$ cat config.mk
export PLATFORM = sky130hd
export DESIGN_NAME = pp_port
export DESIGN_NICKNAME = d
export VERILOG_FILES = /design/src/hdl/pp_pkg.sv /design/src/hdl/pp_port.sv
export SDC_FILE = /design/constraint.sdc
export NUM_CORES = 1
export LEC_CHECK = 0
export ABC_AREA = 1
export BUFFER_PORTS_ARGS = -buffer_cell sky130_fd_sc_hd__buf_4
export CAP_MARGIN = 20
export CORE_MARGIN = 1
export CORE_UTILIZATION = 55
export CTS_BUF_LIST = sky130_fd_sc_hd__clkbuf_2 sky130_fd_sc_hd__clkbuf_4 sky130_fd_sc_hd__clkbuf_8
export CTS_CLUSTER_SIZE = 40
export DETAILED_ROUTE_END_ITERATION = 8
export GPL_TIMING_DRIVEN = 1
export HOLD_SLACK_MARGIN = 0.03
export PLACE_DENSITY = 0.85
export SLEW_MARGIN = 40
export SYNTH_ARGS = -nofsm -noshare
export SYNTH_HDL_FRONTEND = slang
export SYNTH_SLANG_ARGS = --single-unit
$ cat constraint.sdc
create_clock -name mclk -period 2 [get_ports mclk]
set_input_delay 0.1 -clock mclk [delete_from_list [all_inputs] [get_ports mclk]]
set_output_delay 0.1 -clock mclk [all_outputs]
set_load 0.01 [all_outputs]
$ cat src/hdl/pp_pkg.sv
package pp_pkg;
    // register offsets from the port base
    localparam logic [2:0] PP_OFS_DATA = 3'h0;
    localparam logic [2:0] PP_OFS_STATUS = 3'h1;
    localparam logic [2:0] PP_OFS_CTRL = 3'h2;
    localparam logic [2:0] PP_OFS_EPP_DATA = 3'h4;
    // peripheral_status fields
    localparam int PP_ST_BUSY = 7;
    localparam int PP_ST_ACCEPT = 6;
    localparam int PP_ST_PAPER = 5;
    localparam int PP_ST_ONLINE = 4;
    localparam int PP_ST_FAULT = 3;
    localparam int PP_ST_TMO = 0;
    // control fields
    localparam int PP_CT_STROBE = 0;
    localparam int PP_CT_AFD = 1;
    localparam int PP_CT_INIT = 2;
    localparam int PP_CT_SELIN = 3;
    localparam int PP_CT_IRQEN = 4;
    localparam int PP_CT_DIR = 5;
    localparam int PP_CTRL_W = 6;
    localparam logic [5:0] PP_CTRL_RESET = 6'h04;
    localparam logic [1:0] PP_CTRL_RD_PAD = 2'h3;
    localparam logic [7:0] PP_EPP_TMO_DATA = 8'hff;
    // timing
    localparam int PP_CLK_PERIOD_NS = 100;
    localparam int PP_EPP_TMO_NS = 10000;
    localparam int PP_EPP_TMO_CYC = PP_EPP_TMO_NS / PP_CLK_PERIOD_NS;
    localparam int PP_IRQ_PULSE_NS = 500;
    localparam int PP_IRQ_PULSE_CYC =
        (PP_IRQ_PULSE_NS + PP_CLK_PERIOD_NS - 1) / PP_CLK_PERIOD_NS;
    localparam int PP_FIFO_DEPTH = 16;
    localparam int PP_SYNC_W = 16;

    typedef enum logic [1:0] {
        PP_MODE_SPP,
        PP_MODE_PS2,
        PP_MODE_EPP,
        PP_MODE_ECP
    } pp_mode_t;

    typedef enum logic [1:0] {
        PP_ENG_IDLE,
        PP_ENG_WR,
        PP_ENG_RD,
        PP_ENG_END
    } pp_eng_t;
endpackage

$ cat src/hdl/pp_port.sv
`timescale 1ns/100ps
`default_nettype none

module pp_fifo
#(
    parameter int WIDTH = 8,
    parameter int DEPTH = 16
)
(
    input wire logic mclk,
    input wire logic rst_n,
    input wire logic in_valid,
    output logic in_ready,
    input wire logic [WIDTH-1:0] in_data,
    output logic out_valid,
    input wire logic out_ready,
    output logic [WIDTH-1:0] out_data
);
    localparam int AW = $clog2(DEPTH);

    logic [WIDTH-1:0] mem [DEPTH];
    logic [AW:0] wr_ptr_r;
    logic [AW:0] rd_ptr_r;

    initial
    begin
        if (DEPTH < 2 || (1 << AW) != DEPTH || WIDTH < 1)
            $error("pp_fifo: DEPTH must be a power of two >= 2");
    end

    wire full_w = (wr_ptr_r[AW] != rd_ptr_r[AW]) &&
                  (wr_ptr_r[AW-1:0] == rd_ptr_r[AW-1:0]);
    wire empty_w = (wr_ptr_r == rd_ptr_r);
    wire push_w = in_valid && !full_w;
    wire pop_w = out_ready && !empty_w;

    assign in_ready = !full_w;
    assign out_valid = !empty_w;
    assign out_data = mem[rd_ptr_r[AW-1:0]];

    always_ff @(posedge mclk)
    begin
        if (push_w)
            mem[wr_ptr_r[AW-1:0]] <= in_data;
    end

    always_ff @(posedge mclk)
    begin
        if (!rst_n)
        begin
            wr_ptr_r <= '0;
            rd_ptr_r <= '0;
        end
        else
        begin
            if (push_w)
                wr_ptr_r <= wr_ptr_r + 1'b1;
            if (pop_w)
                rd_ptr_r <= rd_ptr_r + 1'b1;
        end
    end
endmodule // pp_fifo

// Operation
// strobe output is the inverse of control bit 0
// status bit 7 reads the inverted busy input
// status bit 6 reads the acknowledge input as is
// status bit 5 reads the paper-out input
// status bit 4 reads the online input
// status bit 3 reads the fault input as is
// peripheral holds busy high while it cannot take data
// peripheral pulls acknowledge low once the byte is taken
// eight data lines carry bytes in either direction
// in EPP mode hold IOCHRDY low until peripheral transfer completes; on a write the code holds it only until the byte enters the fifo
// in EPP or ECP mode interrupt is a low pulse then release
// select-in output is the inverse of control bit 3
// init output follows control bit 2 directly
// auto line feed output is the inverse of control bit 1
module pp_port
    import pp_pkg::*;
#(
    parameter int TMO_CYC = PP_EPP_TMO_CYC,
    parameter int IRQ_CYC = PP_IRQ_PULSE_CYC,
    parameter int FIFO_DEPTH = PP_FIFO_DEPTH
)
(
    input wire logic mclk,
    input wire logic rst_n,
    input wire logic [1:0] port_mode,
    input wire logic [2:0] host_addr,
    input wire logic host_cs_n,
    input wire logic host_ior_n,
    input wire logic host_iow_n,
    input wire logic [7:0] host_d_in,
    output logic [7:0] host_d_out,
    output logic host_d_oe,
    output logic iochrdy_o,
    output logic iochrdy_oe,
    output logic irq_o,
    output logic irq_oe,
    output logic data_latch_pulse_n,
    output logic auto_line_feed_n,
    output logic peripheral_init_n,
    output logic select_peripheral_n,
    input wire logic busy,
    input wire logic peripheral_accept_n,
    input wire logic paper_out,
    input wire logic peripheral_online,
    input wire logic peripheral_fault_n,
    input wire logic [7:0] port_data_lines_in,
    output logic [7:0] port_data_lines_out,
    output logic port_data_lines_oe
);
    initial
    begin
        if (TMO_CYC < 1 || TMO_CYC > 255 || IRQ_CYC < 1 || IRQ_CYC > 255)
            $error("pp_port: counts must lie in 1..255");
    end

    // every peripheral pin and host strobe passes two flops before use
    logic [PP_SYNC_W-1:0] s1_r;
    logic [PP_SYNC_W-1:0] s2_r;
    wire [PP_SYNC_W-1:0] raw_w = {host_cs_n, host_ior_n, host_iow_n,
                                  busy, peripheral_accept_n, paper_out,
                                  peripheral_online, peripheral_fault_n,
                                  port_data_lines_in};

    always_ff @(posedge mclk)
    begin
        if (!rst_n)
        begin
            s1_r <= '1;
            s2_r <= '1;
        end
        else
        begin
            s1_r <= raw_w;
            s2_r <= s1_r;
        end
    end

    wire cs_s = !s2_r[15];
    wire ior_s = !s2_r[14];
    wire iow_s = !s2_r[13];
    wire busy_s = s2_r[12];
    wire accept_n_s = s2_r[11];
    wire paper_s = s2_r[10];
    wire online_s = s2_r[9];
    wire fault_n_s = s2_r[8];
    wire [7:0] pd_s = s2_r[7:0];

    logic ior_d_r;
    logic iow_d_r;
    logic accept_n_d_r;
    wire rd_go_w = ior_s && !ior_d_r && cs_s;
    wire wr_go_w = iow_s && !iow_d_r && cs_s;
    wire accept_fall_w = accept_n_d_r && !accept_n_s;

    wire pp_mode_t mode_w = pp_mode_t'(port_mode);
    wire epp_w = (mode_w == PP_MODE_EPP);
    wire shared_irq_w = epp_w || (mode_w == PP_MODE_ECP);

    logic [PP_CTRL_W-1:0] ctrl_r;
    logic [7:0] pd_out_r;
    logic [7:0] rd_data_r;
    logic wr_pend_r;
    logic [7:0] wr_data_r;
    logic rd_pend_r;
    logic tmo_flag_r;
    logic irq_lvl_r;
    logic [7:0] irq_cnt_r;
    logic [7:0] tmo_cnt_r;
    logic eng_write_r;
    pp_eng_t state_r;
    pp_eng_t state_nxt;

    // address decode
    wire sel_data_w = (host_addr == PP_OFS_DATA);
    wire sel_status_w = (host_addr == PP_OFS_STATUS);
    wire sel_ctrl_w = (host_addr == PP_OFS_CTRL);
    wire sel_epp_w = (host_addr == PP_OFS_EPP_DATA) && epp_w;
    wire push_req_w = wr_go_w && (sel_data_w || sel_epp_w);

    wire [7:0] status_w = {!busy_s, accept_n_s, paper_s, online_s,
                           fault_n_s, 2'b00, tmo_flag_r};
    wire dir_in_w = ctrl_r[PP_CT_DIR] && (mode_w != PP_MODE_SPP);
    wire [7:0] rd_mux_w =
        sel_status_w ? status_w :
        sel_ctrl_w ? {PP_CTRL_RD_PAD, ctrl_r} :
        sel_data_w ? (dir_in_w ? pd_s : pd_out_r) : 8'h00;

    // host data writes wait in a holding register until the fifo has room
    wire fifo_in_ready;
    wire fifo_out_valid;
    wire [7:0] fifo_out_data;
    wire fifo_pop_w = (state_r == PP_ENG_IDLE) && fifo_out_valid;

    pp_fifo #(
        .WIDTH(8),
        .DEPTH(FIFO_DEPTH)
    ) u_fifo (
        .mclk(mclk),
        .rst_n(rst_n),
        .in_valid(wr_pend_r),
        .in_ready(fifo_in_ready),
        .in_data(wr_data_r),
        .out_valid(fifo_out_valid),
        .out_ready(fifo_pop_w),
        .out_data(fifo_out_data)
    );

    // epp handshake engine; in other modes it only drains the fifo
    wire tmo_w = (tmo_cnt_r == 8'(TMO_CYC - 1));
    wire rd_start_w = (state_r == PP_ENG_IDLE) && !fifo_out_valid &&
                      rd_pend_r && epp_w;
    wire rd_done_w = (state_r == PP_ENG_RD) && (busy_s || tmo_w);
    wire tmo_evt_w = ((state_r == PP_ENG_WR) || (state_r == PP_ENG_RD) ||
                      (state_r == PP_ENG_END)) && tmo_w &&
                     !((state_r == PP_ENG_END) ? !busy_s : busy_s);

    always_comb
    begin
        state_nxt = state_r;
        case (state_r)
            PP_ENG_IDLE:
            begin
                if (fifo_pop_w && epp_w)
                    state_nxt = PP_ENG_WR;
                else if (rd_start_w)
                    state_nxt = PP_ENG_RD;
            end
            PP_ENG_WR:
            begin
                if (busy_s || tmo_w)
                    state_nxt = PP_ENG_END;
            end
            PP_ENG_RD:
            begin
                if (busy_s || tmo_w)
                    state_nxt = PP_ENG_END;
            end
            PP_ENG_END:
            begin
                if (!busy_s || tmo_w)
                    state_nxt = PP_ENG_IDLE;
            end
            default:
                state_nxt = PP_ENG_IDLE;
        endcase
    end

    always_ff @(posedge mclk)
    begin
        if (!rst_n)
        begin
            state_r <= PP_ENG_IDLE;
            tmo_cnt_r <= 8'h00;
            eng_write_r <= 1'b0;
        end
        else
        begin
            state_r <= state_nxt;
            tmo_cnt_r <= (state_nxt != state_r) ? 8'h00 : tmo_cnt_r + 8'h01;
            if (state_r == PP_ENG_IDLE)
                eng_write_r <= fifo_pop_w;
        end
    end

    always_ff @(posedge mclk)
    begin
        if (!rst_n)
        begin
            ior_d_r <= 1'b0;
            iow_d_r <= 1'b0;
            accept_n_d_r <= 1'b1;
            ctrl_r <= PP_CTRL_RESET;
            pd_out_r <= 8'h00;
            wr_pend_r <= 1'b0;
            wr_data_r <= 8'h00;
        end
        else
        begin
            ior_d_r <= ior_s;
            iow_d_r <= iow_s;
            accept_n_d_r <= accept_n_s;
            if (wr_go_w && sel_ctrl_w)
                ctrl_r <= host_d_in[PP_CTRL_W-1:0];
            if (push_req_w)
            begin
                wr_pend_r <= 1'b1;
                wr_data_r <= host_d_in;
            end
            else if (fifo_in_ready)
                wr_pend_r <= 1'b0;
            if (fifo_pop_w)
                pd_out_r <= fifo_out_data;
        end
    end

    // read data and flags; a setting event wins over a read that clears
    always_ff @(posedge mclk)
    begin
        if (!rst_n)
        begin
            rd_data_r <= 8'h00;
            rd_pend_r <= 1'b0;
            tmo_flag_r <= 1'b0;
            irq_lvl_r <= 1'b0;
            irq_cnt_r <= 8'h00;
        end
        else
        begin
            if (rd_go_w && sel_epp_w)
                rd_pend_r <= 1'b1;
            else if (rd_done_w)
                rd_pend_r <= 1'b0;
            if (rd_go_w && !sel_epp_w)
                rd_data_r <= rd_mux_w;
            else if (rd_done_w)
                rd_data_r <= busy_s ? pd_s : PP_EPP_TMO_DATA;
            if (tmo_evt_w)
                tmo_flag_r <= 1'b1;
            else if (rd_go_w && sel_status_w)
                tmo_flag_r <= 1'b0;
            if (accept_fall_w && ctrl_r[PP_CT_IRQEN])
                irq_lvl_r <= 1'b1;
            else if (rd_go_w && sel_status_w)
                irq_lvl_r <= 1'b0;
            if (accept_fall_w && ctrl_r[PP_CT_IRQEN] && shared_irq_w)
                irq_cnt_r <= 8'(IRQ_CYC);
            else if (irq_cnt_r != 8'h00)
                irq_cnt_r <= irq_cnt_r - 8'h01;
        end
    end

    wire eng_busy_w = (state_r == PP_ENG_WR) || (state_r == PP_ENG_RD);
    wire eng_read_w = (state_r == PP_ENG_RD) ||
                      ((state_r == PP_ENG_END) && !eng_write_r);
    wire eng_wr_cyc_w = (state_r == PP_ENG_WR) ||
                        ((state_r == PP_ENG_END) && eng_write_r);

    assign host_d_out = rd_data_r;
    assign host_d_oe = ior_s && cs_s && !rd_pend_r;
    // stall the host while its epp byte cannot enter the fifo or a read runs
    assign iochrdy_o = 1'b0;
    assign iochrdy_oe = epp_w && (wr_pend_r || rd_pend_r);
    // shared line: drive low only for the pulse, then let it float
    assign irq_o = shared_irq_w ? 1'b0 : irq_lvl_r;
    assign irq_oe = shared_irq_w ? (irq_cnt_r != 8'h00) :
                    ctrl_r[PP_CT_IRQEN];
    // epp reuses strobe as write, autofeed as data strobe
    assign data_latch_pulse_n = epp_w ? !eng_wr_cyc_w :
                                !ctrl_r[PP_CT_STROBE];
    assign auto_line_feed_n = epp_w ? !eng_busy_w :
                              !ctrl_r[PP_CT_AFD];
    assign peripheral_init_n = ctrl_r[PP_CT_INIT];
    assign select_peripheral_n = !ctrl_r[PP_CT_SELIN];
    assign port_data_lines_out = pd_out_r;
    assign port_data_lines_oe = epp_w ? !eng_read_w : !dir_in_w;
endmodule // pp_port

`default_nettype wire

* Word-level counts from Yosys, hierarchy flattened *
Memories as Yosys holds them, arrays and structs flattened. A register that Yosys moved wholly into a read port is not among the register bits.
Cells that the tools add are included.

word-level totals
  bits in read-only memories = 0
  word-level logic and storage cells = 140
  flip-flop bits (word level) = 90
  RAM bits = 128
  memories = 1
  bits of input ports = 31
  bits in latches = 0

memory list
  memory      words  width  rd ports  clocked after Yosys merged registers in  wr ports  line           source
  u_fifo.mem  16     8      1         1                                        1         pp_port.sv:21  logic [WIDTH-1:0] mem [DEPTH];

operators by class
  divide/modulo/power cells = 0
  bitwise operators = 1
  shift-type cells = 0
  magnitude comparators = 0
  mux-type cells = 29
  $add $sub $neg = 4
  reductions and logical operators = 72
  multiply operators = 0
  equal/unequal tests = 14

operator list
  operator                                                            number
  8-bit 2-to-1 mux                                                    7
  1-bit logical AND                                                   30
  1-bit logical NOT                                                   21
  1-bit 2-to-1 mux                                                    15
  2-bit nonzero test                                                  6
  5-bit by 1-bit adder with 5-bit output, second input constant       2
  1-bit logical OR                                                    9
  8-bit by 1-bit adder with 8-bit output, second input constant       1
  2-bit == test, second input constant                                4
  8-bit by 7-bit == test with 1-bit output, second input constant     1
  2-bit 2-to-1 mux                                                    4
  8-bit nonzero test                                                  1
  8-bit by 1-bit subtractor with 8-bit output, second input constant  1
  3-bit 2-to-1 mux                                                    2
  2-bit case mux with 3 select lines                                  1
  2-bit OR reduction                                                  3
  5-bit == test                                                       1
  4-bit == test                                                       1
  3-bit by 1-bit == test with 1-bit output, second input constant     1
  3-bit by 2-bit == test with 1-bit output, second input constant     1
  3-bit == test, second input constant                                1
  3-bit logical NOT                                                   1
  2-bit by 1-bit == test with 1-bit output, second input constant     1
  2-bit logical NOT                                                   1
  4 further kinds                                                     4

* Depth between registers and ports, before layout *
Gate-level depths: netlist of the first run.

  depth in word-level cells = 9
  gate-level depth with buffers = 13

* By module *
A second synthesis of the first run with hierarchy kept.

unflattened totals
  cell total of the unflattened synthesis = 977
  area total of the unflattened synthesis = 9,590.4 µm²

by module, submodules not included
  module   instances  cells an instance  seq. area each (µm²)  area each (µm²)
  pp_fifo  1          535                4,124.0               5,995.8
  pp_port  1          442                1,761.7               3,594.7

* Least setup slack after synthesis of the first run *
Ideal clock, no wire load.

  path type = register to register
  from = reg u_fifo.rd_ptr_r[0]
  to = mem u_fifo.mem[11][0], enable pin
  cell stages (with the launch flop) = 10
  data arrival time = 1,444 ps
  path slack = 186 ps
  clock period less this slack = 1,814 ps
  setup time = 370 ps
  path buffers = 1
  required time = 1,630 ps
  path through = dfxtp_1 > buf_4 > nand2_1 > nand2_1 > nor2_2 > nand3b_1 > nand2_1 > inv_2 > nand3_1 > nor2_1

between the ends
  word-level cells in the longest chain between the ends = 6

ends and longest elaborated chain
  item                                    line           source
  start: declaration                      pp_port.sv:23  logic [AW:0] rd_ptr_r;
  start signal: assignment                pp_port.sv:59  rd_ptr_r <= rd_ptr_r + 1'b1;
  4-bit == test                           pp_port.sv:32  (wr_ptr_r[AW-1:0] == rd_ptr_r[AW-1:0]);
  1-bit logical AND                       pp_port.sv:31  wire full_w = (wr_ptr_r[AW] != rd_ptr_r[AW]) &&
  1-bit logical NOT                       pp_port.sv:34  wire push_w = in_valid && !full_w;
  1-bit logical AND                       pp_port.sv:34
  1-bit 2-to-1 mux                        pp_port.sv:43  if (push_w)
  1-bit 2-to-1 mux (implied by the code)  pp_port.sv:44  mem[wr_ptr_r[AW-1:0]] <= in_data;
  end: declaration                        pp_port.sv:21

No other way between the ends.

* Final worst setup path of the first run *
  from = reg u_fifo.wr_ptr_r[4]
  to = mem u_fifo.mem[9][2], enable pin

between the ends
  word-level cells in the longest chain between the ends = 6

ends and longest elaborated chain
  item                                    line           source
  start: declaration                      pp_port.sv:22  logic [AW:0] wr_ptr_r;
  start signal: assignment                pp_port.sv:57  wr_ptr_r <= wr_ptr_r + 1'b1;
  1-bit != test                           pp_port.sv:31
  1-bit logical AND                       pp_port.sv:31
  1-bit logical NOT                       pp_port.sv:34
  1-bit logical AND                       pp_port.sv:34
  1-bit 2-to-1 mux                        pp_port.sv:43
  1-bit 2-to-1 mux (implied by the code)  pp_port.sv:44

No other way between the ends.

==> reports/results.tsv, run 1 <==
metric	value	unit
run status	finished clean	
Worst EP required	2.13	ns
cell with the most instances after synthesis	nor2_1	
library cell occupying the most area in the post-synthesis netlist	edfxtp_1	
Leak	4.08	nW
Antenna diodes	0	
CTS Buf Count	36	
Final Hold Vio Count	0	
Hold/Removal Path Class	in2reg	
most numerous cell types in the synthesized netlist	141 x nor2_1, 128 x edfxtp_1, 120 x o21ai_0, 98 x dfxtp_1, 93 x nand2_1	
critical path's slowest cell	nor2_2	
routed len/inst	17.9	µm
ratio of routed vias to standard cells	5.63	
largest net degree at the start of global routing	67	
number of instances in the placed design	1141	
share of synthesized area occupied by flip-flops and latches	0.638	
number of storage elements in the synthesis netlist	226	
Die Ht	131	µm
drt drc	0	
ports placed on the boundary	57	
Routed Wire Length	22.1	mm
relative area change from synthesis to final layout	19.3	%
Async SR Flop Fraction	0	
Sequential Area	5810	µm²
unrepaired setup endpoints after global routing	yes	
CTS sink count	226	
number of inserted filler cells in the final layout	1143	
cells taking the most area after synthesis	edfxtp_1 42%, dfxtp_1 22%, o21ai_0 6.6%, nor2_1 5.8%, nand2_1 3.8%	
Crit path depth	6	
initial antenna violation count	0	
clk_lat worst skew	0.51	ns
minimum clock period	1.98	ns
Worst Hold Slack	0.0276	ns
final HPWL from detailed placement	13.6	mm
maximum net fanout on the critical path	8	
DRC marker count from the first detailed-route iteration	906	
CTS tree	built	
register-to-register setup slack	0.02	ns
primary flip-flop cell chosen by synthesis mapping	edfxtp_1	
Buffers on Ports	55	
aggregate global routing overflow	0	
Crit path arrival time	2.11	ns
start point of the critical path	u_fifo.wr_ptr_r[4]	
Worst path max stage delay	0.44	ns
final cell count without fillers	1232	
R2R depth	6	
register clock-pin slew on the reported worst setup and hold paths	0.07	ns
buffers plus inverters on the worst setup path	1	
average instance area after synthesis	10.4	µm²
maximum resistive drop on vdd	0.759	mV
most used cell along the critical path	nand2_1	
synthesized cell area	9100	µm²
EDFF count, synth	128	
via count of the first global-routing pass	6681	
Final Power	11.9	mW
transition time at the pin with the least slew margin	0.829	ns
total nets after synthesis	922	
core footprint	16000	µm²
synthesized instance count	879	
maximum capacitance violations	0	
Core Rows	46	
type of the worst setup path	reg2reg	
capturing point of the worst reg2reg path	u_fifo.mem[9][2]	
combined area of the multi-input logic cells	3010	µm²
Post-Place Setup Slack	-0.0863	ns
type of destination of the critical path	flop	
areal power density over the cells	1100	nW/µm²
Reg-to-Reg Start	u_fifo.wr_ptr_r[4]	
buffer cell driving the clock tree root	clkbuf_8	
Max Buffers Root-to-Sink	3	
H-tree depth reported by CTS	2	
# nets final	1036	
via count	6933	
Distinct cells, synth	41	
portion of the clock cycle consumed by the worst path in the final layout	0.989	
global-route total usage across every layer	0.268	
sequence of cells on the critical path	xnor2_1, nand3b_1, nand2_1, inv_2, nand2_1, nor2_2	
initial core utilization	0.569	
Antenna Violating Nets Remaining	0	
maximum clock skew at final layout	0.0328	ns
yosys synthesis warning count	0	
post-route setup slack	0.0218	ns
Peak Freq	506	MHz
layout cell share with drive strength beyond 1	0.231	
first-pass GRT wire length	34.7	mm
total negative slack	0	ns
dominant delay contributor by cell family on the critical path	simple AND/OR/NAND/NOR gates	
overall die area	17100	µm²
Max Slew Vio Count	0	
slew margin rel.	0.447	
Startpoint Class	flop	
capturing instance or port of the critical path	u_fifo.mem[9][2]	
share of the synthesized area in the top cell type	0.422	
iteration count of the initial detailed-routing pass	5	
Setup violations, final	0	
final weighted congestion in routability-driven placement	0.929	
Chip Width	131	µm
==> sequential cells by signal, summed over array words and instances, names as in the netlist <==
name / cells
u_fifo.wr_ptr_r: 5
s2_r: 16
tmo_flag_r: 1
eng_write_r: 1
u_fifo.rd_ptr_r: 5
host_d_out: 8
u_fifo.mem: 128
rd_pend_r: 1
s1_r: 16
wr_data_r: 8
irq_cnt_r: 8
port_data_lines_out: 8
accept_n_d_r: 1
tmo_cnt_r: 8
ctrl_r: 6
irq_lvl_r: 1
state_r: 2
iow_d_r: 1
ior_d_r: 1
wr_pend_r: 1
==> how the worst min path moves through the flow <==
stage	start	to	slack, ns	depth (start not counted)
CTS	port_mode[0]	rd_pend_r	0.05	6
finish	rst_n	ior_d_r	0.03	3
global placement	peripheral_online	s1_r[9]	0.29	2
floorplan	port_data_lines_in[0]	s1_r[0]	0.21	1
global route	rst_n	iow_d_r	0.06	3
detailed placement	port_data_lines_in[1]	s1_r[1]	0.29	2
==> cell usage in the layout (no fill, tap or decap), types with 2 or more instances in the layout <==
cell type      instances
o211ai_1               5
dlygate4sd3_1         24
nand4_1                2
nand2_2                8
a31oi_1                9
nand3_1               21
a22oi_1                2
nor2_1               127
nor3_1                 3
clkbuf_4              13
dfxtp_2                3
o221ai_1              12
xnor2_1                4
inv_2                 11
o22ai_1               20
o21ai_0              119
xor2_1                 5
or2_2                 33
o21a_1                 4
buf_4                 90
a21oi_1               41
nor2_4                 6
a211oi_1               2
dfxtp_1               95
inv_1                 40
clkbuf_8              38
nand2_1               92
nor2_2                12
nand3_2                2
nor3_2                10
o21ai_1                3
clkinv_1               6
ha_1                  11
edfxtp_1             128
clkinv_2               4
==> kinds of logic (layout without fill, tap and decap cells) <==
logic type | Yosys count | in the layout | share of synthesized area
flops | 226 | 226 | 0.638
simple gates | 322 | 322 | 0.162
other cells | 1 | 1 | 0.000412
buf+inv | 89 | 226 | 0.0396
compound gates | 220 | 220 | 0.134
xor+xnor | 9 | 9 | 0.00866
fa+ha+maj | 12 | 12 | 0.0165
==> report_power, final <==
| part | switching (mW) | leakage [nW] | internal (mW) |
|---|---|---|---|
| registers | 0.192 | 1.96 | 5.09 |
| clock network | 1.70 | 0.358 | 1.99 |
| logic | 1.88 | 1.76 | 1.06 |
==> tightest hold or removal path: stages <==
cell and delay (ns):
buf_4 0.09, inv_2 0.18, nor2_1 0.14
==> stage by stage <==
step                instance area [µm²]   util
floorplan                          9100      -
global placement                   9830  0.615
detailed placement                 9830  0.615
CTS                               10800  0.675
global route                      10900  0.679
finish                            10900  0.679
==> layer usage <==
| layer | part of all wire | vias up | GRT usage |
|---|---|---|---|
| met5 | 0 | - | 0 |
| met4 | 0.030 | 0 | 0.109 |
| met3 | 0.081 | 55 | 0.0493 |
| met2 | 0.48 | 330 | 0.432 |
| met1 | 0.40 | 3272 | 0.359 |
| li1 | - | 3276 | - |
==> timing repair <==
item,CTS,global route
endpoints found under the hold margin,30,0
hold buffers,24,0
setup buffers,1,5
pin swaps,1,2
setup endpoints to repair,83,106
gates resized for setup,19,8
==> area by class of cell <==
class / instances / area share
Inverter: 51 / 0.0176
Tap cell: 216 / 0.0249
Clock buffer: 51 / 0.0572
Timing Repair Buffer: 114 / 0.0844
Multi-Input combinational cell: 564 / 0.277
Clock inverter: 10 / 0.00392
Sequential cell: 226 / 0.535
Note: power is estimated with default switching activity, not from simulation.
==> inputs of run 2 (changes only) <==
==> constraint.sdc (replaced) <==
create_clock -name mclk -period 2.3 [get_ports mclk]
set_input_delay 0.115 -clock mclk [delete_from_list [all_inputs] [get_ports mclk]]
set_output_delay 0.115 -clock mclk [all_outputs]
set_load 0.01 [all_outputs]
==> run 2 against run 1 <==
Compared with the run above:
- die area stayed put
- non-clock buffer count decreased by 8
- worst hold slack gained 0.044 ns
- via count increased by 0.56%
- worst setup slack improved by 0.18 ns
- register-to-register slack improved by 0.18 ns
- clock-buffer cell count increased by 7
- critical path depth increased by 3
- first-iteration DRC count increased by 2.9%
- power fell by 10%
- utilization is 0.14 points higher
- largest power group unchanged
==> reports/results.tsv, run 2 (same netlist as run 1, synthesis figures left out) <==
metric	value	unit
run status	finished clean	
CTS Buf Count	36	
first-pass GRT wire length	35.1	mm
register clock-pin slew on the reported worst setup and hold paths	0.07	ns
drt drc	0	
type of destination of the critical path	flop	
dominant delay contributor by cell family on the critical path	simple AND/OR/NAND/NOR gates	
# nets final	1028	
leading cell type in the layout, fill and taps excluded	nor2_1	
post-route setup slack	0.199	ns
Final Hold Vio Count	0	
DRC marker count from the first detailed-route iteration	932	
global-route total usage across every layer	0.274	
unrepaired setup endpoints after global routing	no	
maximum net fanout on the critical path	13	
iteration count of the initial detailed-routing pass	6	
Chip Width	131	µm
slew margin rel.	0.422	
Finished Cell Area	10900	µm²
layout cell share with drive strength beyond 1	0.217	
Leak	4.13	nW
Hold/Removal Path Class	in2reg	
buffers plus inverters on the worst setup path	2	
ports placed on the boundary	57	
areal power density over the cells	980	nW/µm²
net switching power	3.29	mW
overall die area	17100	µm²
Worst EP required	2.44	ns
Max Slew Vio Count	0	
type of the worst setup path	reg2reg	
CTS tree	built	
Antenna diodes	0	
aggregate global routing overflow	0	
Buffers on Ports	55	
Routed Wire Length	22.7	mm
register share of total power	0.431	
Worst path max stage delay	0.45	ns
core footprint	16000	µm²
final HPWL from detailed placement	13.9	mm
Clk pwr share	0.344	
largest net degree at the start of global routing	67	
initial core utilization	0.569	
Internal	7.37	mW
final weighted congestion in routability-driven placement	0.922	
commonest non-fill, non-tap cells in the layout	140 x nor2_1, 128 x edfxtp_1, 120 x o21ai_0, 96 x dfxtp_1, 92 x nand2_1	
Max Buffers Root-to-Sink	3	
CTS sink count	226	
via count	6972	
critical path's slowest cell	nor2_2	
via count of the first global-routing pass	6752	
routed len/inst	18.5	µm
register-to-register setup slack	0.20	ns
relative area change from synthesis to final layout	19.6	%
cell area reported after detailed placement	9810	µm²
Startpoint Class	flop	
H-tree depth reported by CTS	2	
maximum clock skew at final layout	0.0162	ns
max reg flops	128	
initial antenna violation count	0	
final core utilization	0.680	
sequence of cells on the critical path	inv_1, nand2_1, nand2_1, nor2_1, nand3b_1, nand2_1, inv_2, nand2_2, nor2_2	
maximum capacitance violations	0	
relative contribution of combinational cells to total power	0.226	
Die Ht	131	µm
transition time at the pin with the least slew margin	0.866	ns
proportion of total power due to net switching	0.309	
portion of the clock cycle consumed by the worst path in the final layout	0.914	
Setup violations, final	0	
ratio of routed vias to standard cells	5.67	
Final Power	10.7	mW
clk_lat worst skew	0.51	ns
buffer cell driving the clock tree root	clkbuf_8	
most used cell along the critical path	nand2_1	
Post-Place Setup Slack	0.243	ns
Crit path arrival time	2.24	ns
total negative slack	0	ns
Antenna Violating Nets Remaining	0	
Peak Freq	476	MHz
Core Rows	46	
minimum clock period	2.10	ns
maximum resistive drop on vdd	0.574	mV
[run 2: tightest hold or removal path, stage by stage]
cell	delay, ns
buf_4	0.10
nor2_4	0.05
nand4_1	0.12
inv_1	0.05
nand2_1	0.05
a21oi_1	0.05
[run 2: final cells by class]
cell class              count  area [µm²]
repair buffers            106         858
flip-flops and latches    226        5810
clock inverters             8        67.6
clock buffers              58         729
inverters                  51         191
multi-input cells         564        2950
well taps                 216         270
fillers                  1121        5120
[run 2: path summary, 6_finish.rpt]
path                            from           endpoint  cells after the start
setup / recovery  u_fifo.rd_ptr_r[3]  u_fifo.mem[15][7]                      9
hold / removal          port_mode[0]          rd_pend_r                      6
setup reg to reg  u_fifo.rd_ptr_r[3]  u_fifo.mem[15][7]                      9
hold reg to reg              s1_r[9]            s2_r[9]                      1
[run 2: power by group through the flow]
stage / logic (mW) / registers [mW] / clock network [mW]
finish: 2.41 / 4.59 / 3.66
global route: 2.64 / 4.60 / 3.88
CTS: 2.32 / 4.58 / 3.68
detailed placement: 2.26 / 4.66 / 0
global placement: 2.19 / 4.65 / 0
floorplan: 1.59 / 4.62 / 0
[run 2: per-stage QoR]
stage	hold WS (ns)	cells
2_1_floorplan	0.222	879
3_3_place_gp	0.302	1138
3_5_place_dp	0.304	1138
4_1_cts	0.0628	1229
5_1_grt	0.0742	1229
6_report	0.0716	1229
[run 2: routing by layer]
metal / up-vias / part of all wire / global-route usage
met5: - / 0 / 0
met2: 409 / 0.48 / 0.446
met1: 3241 / 0.38 / 0.356
met4: 0 / 0.032 / 0.116
met3: 60 / 0.10 / 0.0599
li1: 3262 / - / -
[run 2: repair_timing]
item / 4_1_cts / 5_1_grt
hold buffers: 25 / 0
setup buffers: 0 / 0
setup endpoints to repair: 1 / 1
hold endpoints to repair: 31 / 0
resized for setup: 3 / 4
==> inputs of run 3 (changes only) <==
--- a/config.mk
+++ b/config.mk
@@ -5,10 +5,9 @@
 export SDC_FILE = /design/constraint.sdc
 export NUM_CORES = 1
 export LEC_CHECK = 0
-export ABC_AREA = 1
 export BUFFER_PORTS_ARGS = -buffer_cell sky130_fd_sc_hd__buf_4
 export CAP_MARGIN = 20
-export CORE_MARGIN = 1
+export CORE_MARGIN = 5
 export CORE_UTILIZATION = 55
 export CTS_BUF_LIST = sky130_fd_sc_hd__clkbuf_2 sky130_fd_sc_hd__clkbuf_4 sky130_fd_sc_hd__clkbuf_8
 export CTS_CLUSTER_SIZE = 40
@@ -16,6 +15,7 @@
 export GPL_TIMING_DRIVEN = 1
 export HOLD_SLACK_MARGIN = 0.03
 export PLACE_DENSITY = 0.85
+export SKIP_LAST_GASP = 1
 export SLEW_MARGIN = 40
 export SYNTH_ARGS = -nofsm -noshare
 export SYNTH_HDL_FRONTEND = slang
==> run 3 against run 2 <==
Compared with the run above:
- synthesized cell count decreased by 26%
- design area grew 0.28%
- clock skew grew 0.0031 ns
- critical path type is now in2reg
==> reports/results.tsv, run 3 <==
metric	value	unit
register-to-register setup slack	0.13	ns
transition time at the pin with the least slew margin	0.780	ns
via count of the first global-routing pass	6205	
Startpoint Class	input pin	
final core utilization	0.663	
Buffers on Ports	55	
cells taking the most area after synthesis	edfxtp_1 42%, dfxtp_1 21%, mux4_2 7.6%, mux2i_1 2.5%, nand2b_1 2.3%	
Chip Width	139	µm
# nets final	803	
Hold Path Origin	port_mode[0]	
drt drc	0	
synthesized instance count	649	
commonest non-fill, non-tap cells in the layout	128 x edfxtp_1, 93 x dfxtp_1, 77 x buf_4, 35 x clkbuf_8, 34 x nand2b_1	
Leak	3.82	nW
Reg-to-Reg Start	tmo_cnt_r[0]	
Antenna diodes	0	
Peak Freq	455	MHz
Routed Wire Length	21.5	mm
type of destination of the critical path	flop	
layout cell share with drive strength beyond 1	0.257	
max reg flops	128	
H-tree depth reported by CTS	2	
global-route total usage across every layer	0.222	
maximum clock skew at final layout	0.0193	ns
Sequential Area	5810	µm²
Finished Cell Area	10900	µm²
final HPWL from detailed placement	13.3	mm
routed len/inst	21.5	µm
overall die area	19400	µm²
minimum clock period	2.20	ns
relative area change from synthesis to final layout	18.7	%
areal power density over the cells	819	nW/µm²
Max Slew Vio Count	0	
primary flip-flop cell chosen by synthesis mapping	edfxtp_1	
core footprint	16500	µm²
initial core utilization	0.558	
initial antenna violation count	0	
number of storage elements in the synthesis netlist	226	
Final Power	8.94	mW
Final Hold Vio Count	0	
library cell occupying the most area in the post-synthesis netlist	edfxtp_1	
cell count of the worst hold path	5	
EDFF count, synth	128	
Distinct cells, synth	61	
via count	5974	
maximum capacitance violations	0	
register clock-pin slew on the reported worst setup and hold paths	0.07	ns
leading cell type in the layout, fill and taps excluded	edfxtp_1	
CTS sink count	226	
portion of the clock cycle consumed by the worst path in the final layout	0.956	
buffer cell driving the clock tree root	clkbuf_8	
iteration count of the initial detailed-routing pass	6	
number of buffers inserted by post-CTS setup repair	0	
Core Rows	47	
CTS tree	built	
most numerous cell types in the synthesized netlist	128 x edfxtp_1, 98 x dfxtp_1, 34 x nand2b_1, 31 x mux4_2, 29 x nor2b_1	
share of the synthesized area in the top cell type	0.418	
share of synthesized area occupied by flip-flops and latches	0.631	
Antenna Violating Nets Remaining	0	
Worst EP required	2.72	ns
clk_lat worst skew	0.53	ns
end point of the worst hold path	rd_pend_r	
run status	finished clean	
Die Ht	139	µm
maximum resistive drop on vdd	0.648	mV
first-pass GRT wire length	33.8	mm
Crit path arrival time	2.61	ns
Setup violations, final	0	
number of inserted filler cells in the final layout	1078	
largest net degree at the start of global routing	35	
average instance area after synthesis	14.2	µm²
type of the worst setup path	in2reg	
capturing point of the worst reg2reg path	host_d_out[2]	
maximum net fanout on the critical path	8	
CTS Buf Count	34	
Async SR Flop Fraction	0	
Max Buffers Root-to-Sink	3	
cell area reported after detailed placement	9890	µm²
synthesized cell area	9190	µm²
combined area of the multi-input logic cells	3200	µm²
ratio of routed vias to standard cells	5.96	
total nets after synthesis	692	
yosys synthesis warning count	0	
DRC marker count from the first detailed-route iteration	862	
cell with the most instances after synthesis	edfxtp_1	
R2R depth	6	
slew margin rel.	0.480	
total negative slack	0	ns
ports placed on the boundary	57	
Hold/Removal Path Class	in2reg	
final weighted congestion in routability-driven placement	0.922	
aggregate global routing overflow	0	
==> run 3: cell types whose count changed in the layout (fill, tap and decap cells not counted), moves of 23 or more <==
cell / delta
inv_1: -28
mux2i_1: +23
mux4_2: +31
nand2_1: -65
nand2b_1: +34
nor2_1: -114
nor2b_1: +29
o21ai_0: -105
or2_2: -33
==> run 3: area by class of cell <==
cell class / instances / area share
flip-flops and latches: 226 / 0.533
multi-input cells: 376 / 0.293
repair buffers: 108 / 0.0823
clock buffers: 45 / 0.0510
well taps: 220 / 0.0252
clock inverters: 13 / 0.0107
inverters: 14 / 0.00482
==> run 3: metal layers <==
layer | vias to the layer above | GRT usage | share of wire
li1 | 2638 | - | -
met1 | 2995 | 0.283 | 0.40
met2 | 260 | 0.382 | 0.52
met3 | 81 | 0.0408 | 0.056
met4 | 0 | 0.0844 | 0.033
met5 | - | 0 | 0
==> run 3: report_power, final <==
part	internal [mW]	switching (mW)	total, mW
clock	1.81	1.51	3.31
sequential	4.35	0.102	4.45
combinational	0.573	0.604	1.18
total	6.73	2.21	8.94
==> run 3: worst max-delay path, stage by stage <==
cell and delay [ns]:
dlygate4sd3_1 0.55, buf_4 0.16, nor2b_1 0.41, nand3_1 0.41
mux2i_1 0.30, nand2_1 0.09, dlygate4sd3_1 0.57
==> run 3: worst max path at each step <==
stage,startpoint,end,cells past startpoint,slack [ns]
finish,host_addr[1],ctrl_r[2],7,0.10
global route,irq_cnt_r[2],irq_oe,5,-0.003
CTS,irq_cnt_r[0],irq_oe,6,0.02
detailed placement,state_r[0],tmo_cnt_r[5],7,-0.02
global placement,u_fifo.wr_ptr_r[2],u_fifo.mem[2][1],6,0.21
floorplan,u_fifo.rd_ptr_r[3],u_fifo.mem[2][0],6,0.14
==> run 3: cells by family (layout without fill, tap and decap cells) <==
logic type      count (synthesis)  in the layout  share of synthesized area
flops                         226            226                      0.631
simple gates                  173            173                      0.106
compound gates                107            107                     0.0836
mux                            56             56                      0.105
buf+inv                        47            180                     0.0246
xor+xnor                       27             27                     0.0323
fa+ha+maj                      12             12                     0.0163
other cells                     1              1                   0.000408
==> run 3: metrics by stage <==
step | hold slack, ns | setup slack, ns | cells
after floorplan | 0.216 | 0.139 | 649
after global placement | 0.297 | 0.211 | 914
after detailed placement | 0.302 | -0.0153 | 914
after CTS | 0.148 | 0.0186 | 1002
after global routing | 0.187 | -0.00336 | 1002
final | 0.190 | 0.102 | 1002
==> run 3: what timing repair did <==
item                                    CTS  global route
endpoints found under the setup margin    1            33
gates resized for setup                   1             9
hold endpoints to repair                 51             0
pin swaps                                 0             0
hold buffers                             30             0
